[src/design/shutdown_pkg.sv]
// Package for the waveform auto-shutdown block.
// Assumes a single clock domain and the plain register port.
package shutdown_pkg;
   // Register map (byte offsets on the plain port)
   localparam logic [3:0] CTRL_OFFS = 4'h0;
   localparam logic [3:0] SRC_EN_OFFS = 4'h1;
   localparam logic [3:0] INT_STATUS_OFFS = 4'h2;
   localparam logic [3:0] INT_MASK_OFFS = 4'h3;
   localparam logic [3:0] DEADBAND_OFFS = 4'h4;

   // Control field positions
   localparam int CTRL_SHUTDOWN_BIT = 7;
   localparam int CTRL_RESTART_BIT = 6;
   localparam int CTRL_BD_LSB = 4;
   localparam int CTRL_AC_LSB = 2;

   // Reset values
   localparam logic [7:0] CTRL_RESET = 8'h14;
   localparam logic [7:0] SRC_EN_RESET = 8'h00;
   localparam logic [5:0] DEADBAND_RESET = 6'h00;
   localparam logic [1:0] INT_RESET = 2'h0;

   // Readback masks for unimplemented bits
   localparam logic [7:0] CTRL_READ_MASK = 8'hFC;
   localparam logic [7:0] SRC_EN_READ_MASK = 8'h1F;

   // Interrupt status bit positions
   localparam int INT_SHUTDOWN_BIT = 0;
   localparam int INT_RESTART_BIT = 1;

   // Pair shutdown level codes
   typedef enum logic [1:0] {
      LEVEL_INACTIVE = 2'h0,
      LEVEL_FLOAT = 2'h1,
      LEVEL_LOW = 2'h2,
      LEVEL_HIGH = 2'h3
   } pair_level_t;

   typedef struct packed {
      logic logic_cell_two_output;
      logic comparator_two_output;
      logic comparator_one_output;
      logic timer_postscale_output;
      logic input_pin_output;
   } shutdown_src_t;

   typedef struct packed {
      logic [3:0] data;
      logic [3:0] oe;
   } out_pins_t;
endpackage

[src/design/pair_shutdown_drive.sv]
// One output pair's drive under shutdown.
// Assumes caller gives the polarity bits as inactive level, and the dead-band flag.
`timescale 1ns/1ps
module pair_shutdown_drive (
   // Configuration
   input wire logic [1:0] level_sel_i,
   input wire logic [1:0] inactive_lvl_i,
   input wire logic deadband_done_i,
   // Normal drive
   input wire logic [1:0] norm_data_i,
   input wire logic shut_i,
   // Result
   output logic [1:0] data_o,
   output logic [1:0] oe_o
);
   always_comb begin
      data_o = norm_data_i;
      oe_o = 2'h3;
      if (shut_i) begin
         case (shutdown_pkg::pair_level_t'(level_sel_i))
            shutdown_pkg::LEVEL_HIGH: data_o = 2'h3;
            shutdown_pkg::LEVEL_LOW: data_o = 2'h0;
            shutdown_pkg::LEVEL_FLOAT: begin
               data_o = 2'h0;
               oe_o = 2'h0;
            end
            default: begin
               // Keep normal drive until dead band has passed
               if (deadband_done_i) begin
                  data_o = inactive_lvl_i;
               end
            end
         endcase
      end
   end
endmodule

[src/design/waveform_auto_shutdown.sv]
// Auto-shutdown control of a four-output complementary waveform generator.
// Assumes shutdown sources and input waveform are asynchronous to clk_i,
// and that normal drive and polarity come from same-clock generator logic.
//
// Implementation choices: strobed register access and the address map.
`timescale 1ns/1ps

// Function
// [RQ1] Status flag reads one while shutdown holds outputs, else zero; code reads zero in WAIT_EDGE_ST though outputs stay held.
// [RQ2] Any enabled source asserting sets the status flag; sources ORed.
// [RQ3] Software write of one to flag forces shutdown, even while disabled.
// [RQ4] After clear, shutdown levels stay until next input rising edge.
// [RQ5] Restart enabled clears automatically when source ends; else software clears.
// [RQ6] B/D shutdown field: 11 high, 10 low, 01 high impedance.
// [RQ7] A/C shutdown field: 11 high, 10 low, 01 high impedance.
// [RQ8] Field 00 drives inactive level with polarity after dead band.
// [RQ9] Logic-cell two output is a source only when its enable set.
// [RQ10] Comparator two output is a source only when its enable set.
// [RQ11] Comparator one output is a source only when its enable set.
// [RQ12] Timer postscale output is a source only when its enable set.
// [RQ13] Unimplemented source enable bits 7-5 and control bits 1-0 read zero.
module waveform_auto_shutdown (
   // Clock and reset
   input wire logic clk_i,
   input wire logic sys_rst_i,
   // Register port
   input wire logic [3:0] reg_addr_i,
   input wire logic [7:0] reg_wdata_i,
   input wire logic reg_wr_i,
   input wire logic reg_rd_i,
   output logic [7:0] reg_rdata_o,
   // Shutdown sources and input waveform (asynchronous)
   input wire shutdown_pkg::shutdown_src_t src_i,
   input wire logic wave_in_i,
   // Generator side: normal drive A..D and polarity A..D (same clock)
   input wire logic [3:0] norm_data_i,
   input wire logic [3:0] polarity_i,
   // Output pins A..D
   output shutdown_pkg::out_pins_t pins_o,
   // Interrupt
   output logic irq_o
);
   // Synchronisers
   logic [4:0] src_meta_reg;
   logic [4:0] src_sync_reg;
   logic [2:0] wave_sync_reg;
   logic [4:0] src_meta_next;
   logic [4:0] src_sync_next;
   logic [2:0] wave_sync_next;

   // Registers
   logic [7:0] ctrl_reg;
   logic [7:0] ctrl_next;
   logic [4:0] src_en_reg;
   logic [4:0] src_en_next;
   logic [1:0] int_status_reg;
   logic [1:0] int_status_next;
   logic [1:0] int_mask_reg;
   logic [1:0] int_mask_next;
   logic [5:0] deadband_reg;
   logic [5:0] deadband_next;
   logic [7:0] rdata_reg;
   logic [7:0] rdata_next;
   logic irq_reg;
   logic irq_next;

   // Shutdown sequencing
   typedef enum logic [1:0] {
      RUN_ST,
      SHUT_ST,
      WAIT_EDGE_ST
   } shut_state_t;
   shut_state_t state_reg;
   shut_state_t state_next;
   logic [5:0] db_cnt_reg;
   logic [5:0] db_cnt_next;
   shutdown_pkg::out_pins_t pins_reg;
   shutdown_pkg::out_pins_t pins_next;

   logic source_active;
   logic wave_rise;
   logic flag_wr_one;
   logic flag_wr_zero;
   logic ctrl_wr;
   logic shut_out;
   logic db_done;
   logic [1:0] ac_data;
   logic [1:0] ac_oe;
   logic [1:0] bd_data;
   logic [1:0] bd_oe;

   always_comb begin
      src_meta_next = src_i;
      src_sync_next = src_meta_reg;
      wave_sync_next = {wave_sync_reg[1], wave_sync_reg[0], wave_in_i};
   end

   always_ff @(posedge clk_i or posedge sys_rst_i) begin
      if (sys_rst_i) begin
         src_meta_reg <= 5'h00;
         src_sync_reg <= 5'h00;
         wave_sync_reg <= 3'h0;
      end else begin
         src_meta_reg <= src_meta_next;
         src_sync_reg <= src_sync_next;
         wave_sync_reg <= wave_sync_next;
      end
   end

   // Rising edge seen on the second and third stages only
   assign wave_rise = wave_sync_reg[1] & ~wave_sync_reg[2];

   // [RQ9] [RQ10] [RQ11] [RQ12] [RQ2] Gated source OR
   assign source_active = |(src_sync_reg & src_en_reg);

   assign ctrl_wr = reg_wr_i && (reg_addr_i == shutdown_pkg::CTRL_OFFS);
   assign flag_wr_one = ctrl_wr && reg_wdata_i[shutdown_pkg::CTRL_SHUTDOWN_BIT];
   assign flag_wr_zero = ctrl_wr && !reg_wdata_i[shutdown_pkg::CTRL_SHUTDOWN_BIT];

   // Shutdown state machine and control register
   always_comb begin
      state_next = state_reg;
      ctrl_next = ctrl_reg;
      if (ctrl_wr) begin
         ctrl_next[6:2] = reg_wdata_i[6:2];
      end
      case (state_reg)
         RUN_ST: begin
            // [RQ3] Software forced shutdown
            if (source_active || flag_wr_one) begin
               state_next = SHUT_ST;
            end
         end
         SHUT_ST: begin
            // [RQ5] Auto or software restart; a live source wins
            if (source_active || flag_wr_one) begin
               state_next = SHUT_ST;
            end else if (ctrl_reg[shutdown_pkg::CTRL_RESTART_BIT] || flag_wr_zero) begin
               state_next = WAIT_EDGE_ST;
            end
         end
         WAIT_EDGE_ST: begin
            // [RQ4] Resume only on input rising edge
            if (source_active || flag_wr_one) begin
               state_next = SHUT_ST;
            end else if (wave_rise) begin
               state_next = RUN_ST;
            end
         end
         default: state_next = RUN_ST;
      endcase
      // [RQ1] Flag mirrors SHUT_ST only; it reads zero in WAIT_EDGE_ST while outputs stay held
      ctrl_next[shutdown_pkg::CTRL_SHUTDOWN_BIT] = (state_next == SHUT_ST);
      // [RQ13] Low control bits stay zero
      ctrl_next[1:0] = 2'h0;
   end

   always_ff @(posedge clk_i or posedge sys_rst_i) begin
      if (sys_rst_i) begin
         state_reg <= RUN_ST;
         ctrl_reg <= shutdown_pkg::CTRL_RESET;
      end else begin
         state_reg <= state_next;
         ctrl_reg <= ctrl_next;
      end
   end

   // Dead-band timer started at shutdown entry
   always_comb begin
      db_cnt_next = db_cnt_reg;
      if (state_reg == RUN_ST) begin
         db_cnt_next = 6'h00;
      end else if (db_cnt_reg != deadband_reg) begin
         db_cnt_next = db_cnt_reg + 6'h01;
      end
   end

   always_ff @(posedge clk_i or posedge sys_rst_i) begin
      if (sys_rst_i) begin
         db_cnt_reg <= 6'h00;
      end else begin
         db_cnt_reg <= db_cnt_next;
      end
   end

   assign db_done = (state_reg != RUN_ST) && (db_cnt_reg == deadband_reg);
   assign shut_out = (state_reg != RUN_ST);

   // [RQ7] [RQ8] A/C pair
   pair_shutdown_drive ac_drive (
      .level_sel_i(ctrl_reg[shutdown_pkg::CTRL_AC_LSB +: 2]),
      .inactive_lvl_i({polarity_i[2], polarity_i[0]}),
      .deadband_done_i(db_done),
      .norm_data_i({norm_data_i[2], norm_data_i[0]}),
      .shut_i(shut_out),
      .data_o(ac_data),
      .oe_o(ac_oe)
   );

   // [RQ6] [RQ8] B/D pair
   pair_shutdown_drive bd_drive (
      .level_sel_i(ctrl_reg[shutdown_pkg::CTRL_BD_LSB +: 2]),
      .inactive_lvl_i({polarity_i[3], polarity_i[1]}),
      .deadband_done_i(db_done),
      .norm_data_i({norm_data_i[3], norm_data_i[1]}),
      .shut_i(shut_out),
      .data_o(bd_data),
      .oe_o(bd_oe)
   );

   always_comb begin
      pins_next.data = {bd_data[1], ac_data[1], bd_data[0], ac_data[0]};
      pins_next.oe = {bd_oe[1], ac_oe[1], bd_oe[0], ac_oe[0]};
   end

   // Remaining registers, interrupt and read data
   always_comb begin
      src_en_next = src_en_reg;
      int_mask_next = int_mask_reg;
      deadband_next = deadband_reg;
      int_status_next = int_status_reg;
      rdata_next = 8'h00;
      if (reg_wr_i) begin
         case (reg_addr_i)
            shutdown_pkg::SRC_EN_OFFS: src_en_next = reg_wdata_i[4:0];
            shutdown_pkg::INT_MASK_OFFS: int_mask_next = reg_wdata_i[1:0];
            shutdown_pkg::DEADBAND_OFFS: deadband_next = reg_wdata_i[5:0];
            shutdown_pkg::INT_STATUS_OFFS: int_status_next = int_status_reg & ~reg_wdata_i[1:0];
            default: ;
         endcase
      end
      // Set wins over a same-cycle clear
      if (state_reg != SHUT_ST && state_next == SHUT_ST) begin
         int_status_next[shutdown_pkg::INT_SHUTDOWN_BIT] = 1'b1;
      end
      if (state_reg == WAIT_EDGE_ST && state_next == RUN_ST) begin
         int_status_next[shutdown_pkg::INT_RESTART_BIT] = 1'b1;
      end
      if (reg_rd_i) begin
         case (reg_addr_i)
            shutdown_pkg::CTRL_OFFS: rdata_next = ctrl_reg & shutdown_pkg::CTRL_READ_MASK;
            // [RQ13] Upper enable bits read zero
            shutdown_pkg::SRC_EN_OFFS: rdata_next = {3'h0, src_en_reg} & shutdown_pkg::SRC_EN_READ_MASK;
            shutdown_pkg::INT_STATUS_OFFS: rdata_next = {6'h00, int_status_reg};
            shutdown_pkg::INT_MASK_OFFS: rdata_next = {6'h00, int_mask_reg};
            shutdown_pkg::DEADBAND_OFFS: rdata_next = {2'h0, deadband_reg};
            default: rdata_next = 8'h00;
         endcase
      end
      irq_next = |(int_status_next & int_mask_next);
   end

   always_ff @(posedge clk_i or posedge sys_rst_i) begin
      if (sys_rst_i) begin
         src_en_reg <= shutdown_pkg::SRC_EN_RESET[4:0];
         int_mask_reg <= shutdown_pkg::INT_RESET;
         int_status_reg <= shutdown_pkg::INT_RESET;
         deadband_reg <= shutdown_pkg::DEADBAND_RESET;
         rdata_reg <= 8'h00;
         irq_reg <= 1'b0;
         pins_reg <= '0;
      end else begin
         src_en_reg <= src_en_next;
         int_mask_reg <= int_mask_next;
         int_status_reg <= int_status_next;
         deadband_reg <= deadband_next;
         rdata_reg <= rdata_next;
         irq_reg <= irq_next;
         pins_reg <= pins_next;
      end
   end

   assign reg_rdata_o = rdata_reg;
   assign irq_o = irq_reg;
   assign pins_o = pins_reg;
endmodule

[config.mk]
export PLATFORM = sky130hd
export DESIGN_NAME = waveform_auto_shutdown
export DESIGN_NICKNAME = d
export VERILOG_FILES = /design/src/design/shutdown_pkg.sv /design/src/design/pair_shutdown_drive.sv /design/src/design/waveform_auto_shutdown.sv
export SDC_FILE = /design/constraint.sdc
export NUM_CORES = 1
export LEC_CHECK = 0
export BUFFER_PORTS_ARGS = -buffer_cell sky130_fd_sc_hd__buf_2
export CORE_AREA = 2 2 80 82
export DETAILED_ROUTE_END_ITERATION = 10
export DIE_AREA = 0 0 82 84
export GPL_TIMING_DRIVEN = 0
export PLACE_DENSITY = 0.63
export SLEW_MARGIN = 5
export SYNTH_ARGS = -nofsm -noshare
export SYNTH_HDL_FRONTEND = slang
export SYNTH_HIERARCHICAL = 1
export SYNTH_SLANG_ARGS = --single-unit
[constraint.sdc]
create_clock -name clk_i -period 2.2 [get_ports clk_i]
set_input_delay 0.44 -clock clk_i [delete_from_list [all_inputs] [get_ports clk_i]]
set_output_delay 0.44 -clock clk_i [all_outputs]
set_load 0.05 [all_outputs]
# After elaboration in Yosys (flattened, before gate mapping)
# Index checks and enable logic that the tools add are counted.
dict set report totals {
  ff_bits 59
  inputBits 30
  word_cells 84
}
dict set report classes {
  add_sub_neg 1
  n_eq_ne 16
  mux 26
  bitwise_logic 6
  n_reduce_logical 20
}
# cell n
set op_table {}
lappend op_table {{8-bit one-hot mux with 5 select lines} 1}
lappend op_table {{2-bit two-way mux} 17}
lappend op_table {{6-bit two-way mux} 2}
lappend op_table {{2-bit == test, second input constant} 5}
lappend op_table {{2-bit by 1-bit == test with 1-bit output, second input constant} 4}
lappend op_table {{4-bit by 2-bit == test with 1-bit output, second input constant} 2}
lappend op_table {{8-bit two-way mux} 1}
lappend op_table {{2-bit one-hot mux with 2 select lines} 2}
lappend op_table {{6-bit by 1-bit adder with 6-bit output, second input constant} 1}
lappend op_table {{6-bit == test} 1}
lappend op_table {{1-bit logical AND} 6}
lappend op_table {{6-bit != test} 1}
lappend op_table {{2-bit one-hot mux with 3 select lines} 1}
lappend op_table {{2-bit OR reduction} 3}
lappend op_table {{5-bit AND} 1}
lappend op_table {{5-bit OR reduction} 1}
lappend op_table {{2-bit AND} 2}
lappend op_table {{4-bit by 1-bit == test with 1-bit output, second input constant} 1}
lappend op_table {{4-bit by 3-bit == test with 1-bit output, second input constant} 1}
lappend op_table {{2-bit logical NOT} 2}
lappend op_table {{4-bit logical NOT} 1}
lappend op_table {{2-bit AND reduction} 2}
lappend op_table {{2-bit nonzero test} 2}
lappend op_table {{1-bit logical OR} 2}
lappend op_table {{other kinds (6)} 7}

# Depth between registers and ports, before layout
dict set report depth {
  depth_word 12
  depth_mapped 6
  ltp_nobuf 5
}

# By module
# Netlist, hierarchy kept.
# module n_inst cells_per_inst area_per_inst_um2
set modules_own_cells {}
lappend modules_own_cells {waveform_auto_shutdown 1 199 2481.1}
lappend modules_own_cells {pair_shutdown_drive 2 9 70.1}

# Worst setup path after synthesis
# OpenSTA, ideal clock, no wires.
dict set report synth_timing {
  path_type {reg2reg}
  start {register db_cnt_reg[0]}
  end {register pins_reg (netlist bit pins_o[6])}
  setup_ns 0.121
  arrival_time_ns 1.660
  path_slack_ns 0.419
  stages_incl_launch_ff 7
  path_buffers 1
  period_less_slack_ns 1.781
  cell_sequence {dfrtp_1 xor2_1 nor4_1 buf_2 and3_1 o31ai_1 a22o_1}
}
dict set report synth_between {
  elab_chain_cells 5
}
# item line
set synth_lines {}
lappend synth_lines {{from (decl)} waveform_auto_shutdown.sv:75} ;# logic [5:0] db_cnt_reg;
lappend synth_lines {{from (signal assigned)} waveform_auto_shutdown.sv:182} ;# db_cnt_reg <= db_cnt_next;
lappend synth_lines {{6-bit == test} waveform_auto_shutdown.sv:186} ;# assign db_done = (state_reg != RUN_ST) && (db_cnt_reg == deadband_reg);
lappend synth_lines {{1-bit logical AND} waveform_auto_shutdown.sv:186}
lappend synth_lines {{net db_done} waveform_auto_shutdown.sv:86} ;# logic db_done;
lappend synth_lines {{2-bit two-way mux} pair_shutdown_drive.sv:29} ;# if (deadband_done_i) begin
lappend synth_lines {{2-bit one-hot mux with 2 select lines} pair_shutdown_drive.sv:20} ;# case (shutdown_pkg::pair_level_t'(level_sel_i))
lappend synth_lines {{2-bit two-way mux} pair_shutdown_drive.sv:19} ;# if (shut_i) begin
lappend synth_lines {{net ac_data[1]} waveform_auto_shutdown.sv:87} ;# logic [1:0] ac_data;
lappend synth_lines {{to (signal assigned)} waveform_auto_shutdown.sv:269} ;# pins_reg <= pins_next;
lappend synth_lines {{to (decl)} waveform_auto_shutdown.sv:77} ;# shutdown_pkg::out_pins_t pins_reg;
# The timed path passes the listed nets, and every way through them passes these cells.
# A chain may end at the register's enable or synchronous reset.

# Worst setup path after layout
dict set report layout_timing {
  start {register db_cnt_reg[3]}
  end {register pins_reg (netlist bit pins_o[6])}
}
# The elaborated chain is that of the path after synthesis.

==> impl_results.md <==
* Run status: completed
* Worst hold endpoint: wave_sync_reg[0]
* Synth Area in Adders at 0.477%
* Share of cells above drive strength 1 at 34.8%
* Post-CTS sizing at 1
* Crit path required time at 2.42 ns
* Wire per inst at 14.5 um
* Max-cap violation count at 0
* Synthesized Nets at 248
* Util after Layout at 51.6%
* Final slew viol count at 0
* Crit path arrival time at 2.24 ns
* Critical Path, Cell by Cell: xor2_1 > nor4_1 > buf_2 > and3_1 > o31ai_1 > a22o_1
* CP Launch Type: register
* Post-Syn Instances at 217
* Busiest grt layer: met2
* Area of the multi-input gates at 1050 um^2
* Flip-flop and latch area at 1480 um^2
* Final Skew at 0.00527 ns
* Clock network fraction of total power at 25.7%
* Final setup fails at 0
* Final worst slack at 0.177 ns
* Worst skew pair latency at 0.33 ns
* Initial drt markers at 116
* Core ar. at 6100 um^2
* Int Power at 2190 uW
* Total vias in the final route at 1862
* Switching power total at 1210 uW
* Post-synthesis cell type count at 50
* Least-Margin Pin Slew at 0.696 ns
* Slowest stage delay, CP at 0.44 ns
* Cell area after synthesis at 2620 um^2
* Die H at 84 um
* Post-route ant nets at 0
* Met1 Track Usage GR at 22.7%
* Final hold slack at 0.211 ns
* Main synth FF type: dfrtp_1
* Sequential fraction of the synthesis area at 56.4%
* Hold-fix buffers, CTS at 0
* Die ar. at 6890 um^2
* Clock root buffer: clkbuf_8
* Synth Area in XOR/XNOR at 2.00%
* Row Count at 29
* GRT Total Usage at 17.0%
* Met3 Resource Use GR at 3.79%
* Period Utilization, post-route at 91.9%
* Peak supply drop at 0.590 mV
* Final hold viol count at 0
* Most frequent cells in the layout: dfrtp_1 (57), buf_2 (46), nand3b_1 (11), mux2_2 (11), clkbuf_8 (11)
* Buf/Inv on CP at 1
* Hold_sp: wave_in_i
* Critical Path Slowest Stage Cell: dfrtp_1
* R2R cell count at 6
* Main combinational cell family by area after synthesis: simple AND/OR/NAND/NOR gates
* Starting Density at 43.0%
* Register share of total power at 43.7%
* Io pins at 47
* Global-route wire length before repair at 8670 um
* Worst-case clock buffer depth at 2
* Largest net degree at the start of global routing at 33
* Crit Path Max Fanout at 10
* DRT Pass-1 Iters at 5
* Initial antenna violation count at 0
* TritonCTS clock tree: yes
* Reg clk slew, reported paths at 0.06 ns
* Synth Area in Compound Gates at 13.2%
* Leak at 0.00147 uW
* PwrDens at 1080 nW/um^2
* DR vias/cell at 5.23
* Clock sink count at 59
* Combinational power share at 30.6%
* Reg-to-reg setup timing slack at 0.18 ns
* Post-Synth Simple-Gate Area at 14.1%
* Port bufs at 45
* Family with the most delay on the worst path: simple AND/OR/NAND/NOR gates
* Post-CTS Setup Inserts at 0
* Avg Cell Area, Syn at 12.1 um^2
* Async S/R FF share, synth at 100%
* Hold Crit Class: input port to register
* Post-place setup slack at 0.0239 ns
* RSZ-0062 raised after global routing: false
* H-tree depth at 3
* Critical path class: register to register
* Num CTS Buffers at 9
* Gpl congestion at 0.784
* Nets at 305
* Antenna diodes at 0
* Reg2Reg Launch Point: db_cnt_reg[3]
* Hold Path Stages at 1
* Min Tclk post-route at 2.02 ns
* Mux cell area share after synthesis at 10.3%
* Final wirelength at 5180 um
* Fillers at 562
* Drt drc at 0
* Rel. slew slack at 53.5%
* Critical path endpoint category: register
* Met2 Use GR at 24.8%
* GR Overflow Total at 0
* Net Sw Frac at 35.6%
* Post-synth EDFFs at 0
* Number of global-route vias before repair at 1816
* Die W at 82 um
* Commonest non-fill, non-tap cell in the layout: dfrtp_1
* DP HPWL at 3680 um
* Number of synthesized register bits at 59
* Max Fclk at 494 MHz
* Area delta synth->final at 20.0%
* FF-to-FF End: pins_o[6]
* Yosys warning count at 6
[metrics by stage]
step,power (uW),cells,setup TNS (ns),cell area [um^2]
after floorplan,2280,217,0,2620
after global placement,2510,339,-24.22,2940
after detailed placement,2540,340,0,2960
after CTS,3440,356,0,3150
after global routing,3610,356,0,3150
final,3400,356,0,3150
[Yosys cell counts (6+ instances only)]
| library cell | number | share of area, % |
|---|---|---|
| nand3_1 | 6 | 1.1 |
| mux2_2 | 11 | 4.7 |
| mux2i_1 | 7 | 2.7 |
| clkbuf_1 | 7 | 1.0 |
| a21oi_1 | 10 | 1.9 |
| nand2_1 | 6 | 0.86 |
| nand3b_1 | 11 | 3.2 |
| dfrtp_1 | 57 | 54 |
| nor2_1 | 10 | 1.4 |
| inv_1 | 9 | 1.3 |
| xor2_1 | 6 | 2.0 |
[power by group through the flow]
stage	clock, uW	combinational (uW)	sequential [uW]
finish	874	1040	1480
floorplan	0	591	1690
CTS	909	1050	1480
global route	949	1140	1520
detailed placement	0	1040	1500
global placement	0	1020	1500
[final cells by class]
cell class,count,share of cell area (%)
timing repair buffer,46,7.80
clock inverter,4,0.796
inverter,9,1.07
buffer,11,1.83
multi-input combinational,138,33.5
clock buffer,12,4.93
tap,77,3.06
sequential,59,47.0
[routing by layer]
metal | part of all wire, % | vias to the layer above
li1 | - | 904
met1 | 47 | 904
met5 | 0 | -
met2 | 46 | 46
met4 | 2.0 | 0
met3 | 4.9 | 8
[worst register-to-register path, cell delays in order, from the launching register on]
cell and delay, ns:
dfrtp_1 0.44, xor2_1 0.18, nor4_1 0.34, buf_2 0.26, and3_1 0.32, o31ai_1 0.12, a22o_1 0.25
[cells by family after synthesis]
logic type               count (synthesis)
multiplexers                            23
flip-flops                              59
XOR/XNOR                                 6
AND/OR/NAND/NOR                         62
AO/OA/AOI/OAI                           46
buffers and inverters                   20
adder cells (fa/ha/maj)                  1
[worst max path at each step]
| stage | from | to | slack (ns) | cells after the start |
|---|---|---|---|---|
| after global routing | db_cnt_reg[3] | pins_o[6] | 0.07 | 6 |
| after floorplan | sys_rst_i | ctrl_reg[3] | 0.31 | 1 |
| after detailed placement | state_reg[0] | pins_o[5] | 0.02 | 6 |
| after global placement | sys_rst_i | pins_o[4] | -0.43 | 2 |
| after CTS | state_reg[0] | pins_o[6] | 0.18 | 6 |
| final | db_cnt_reg[3] | pins_o[6] | 0.18 | 6 |
(Power assumes the default switching activity.)
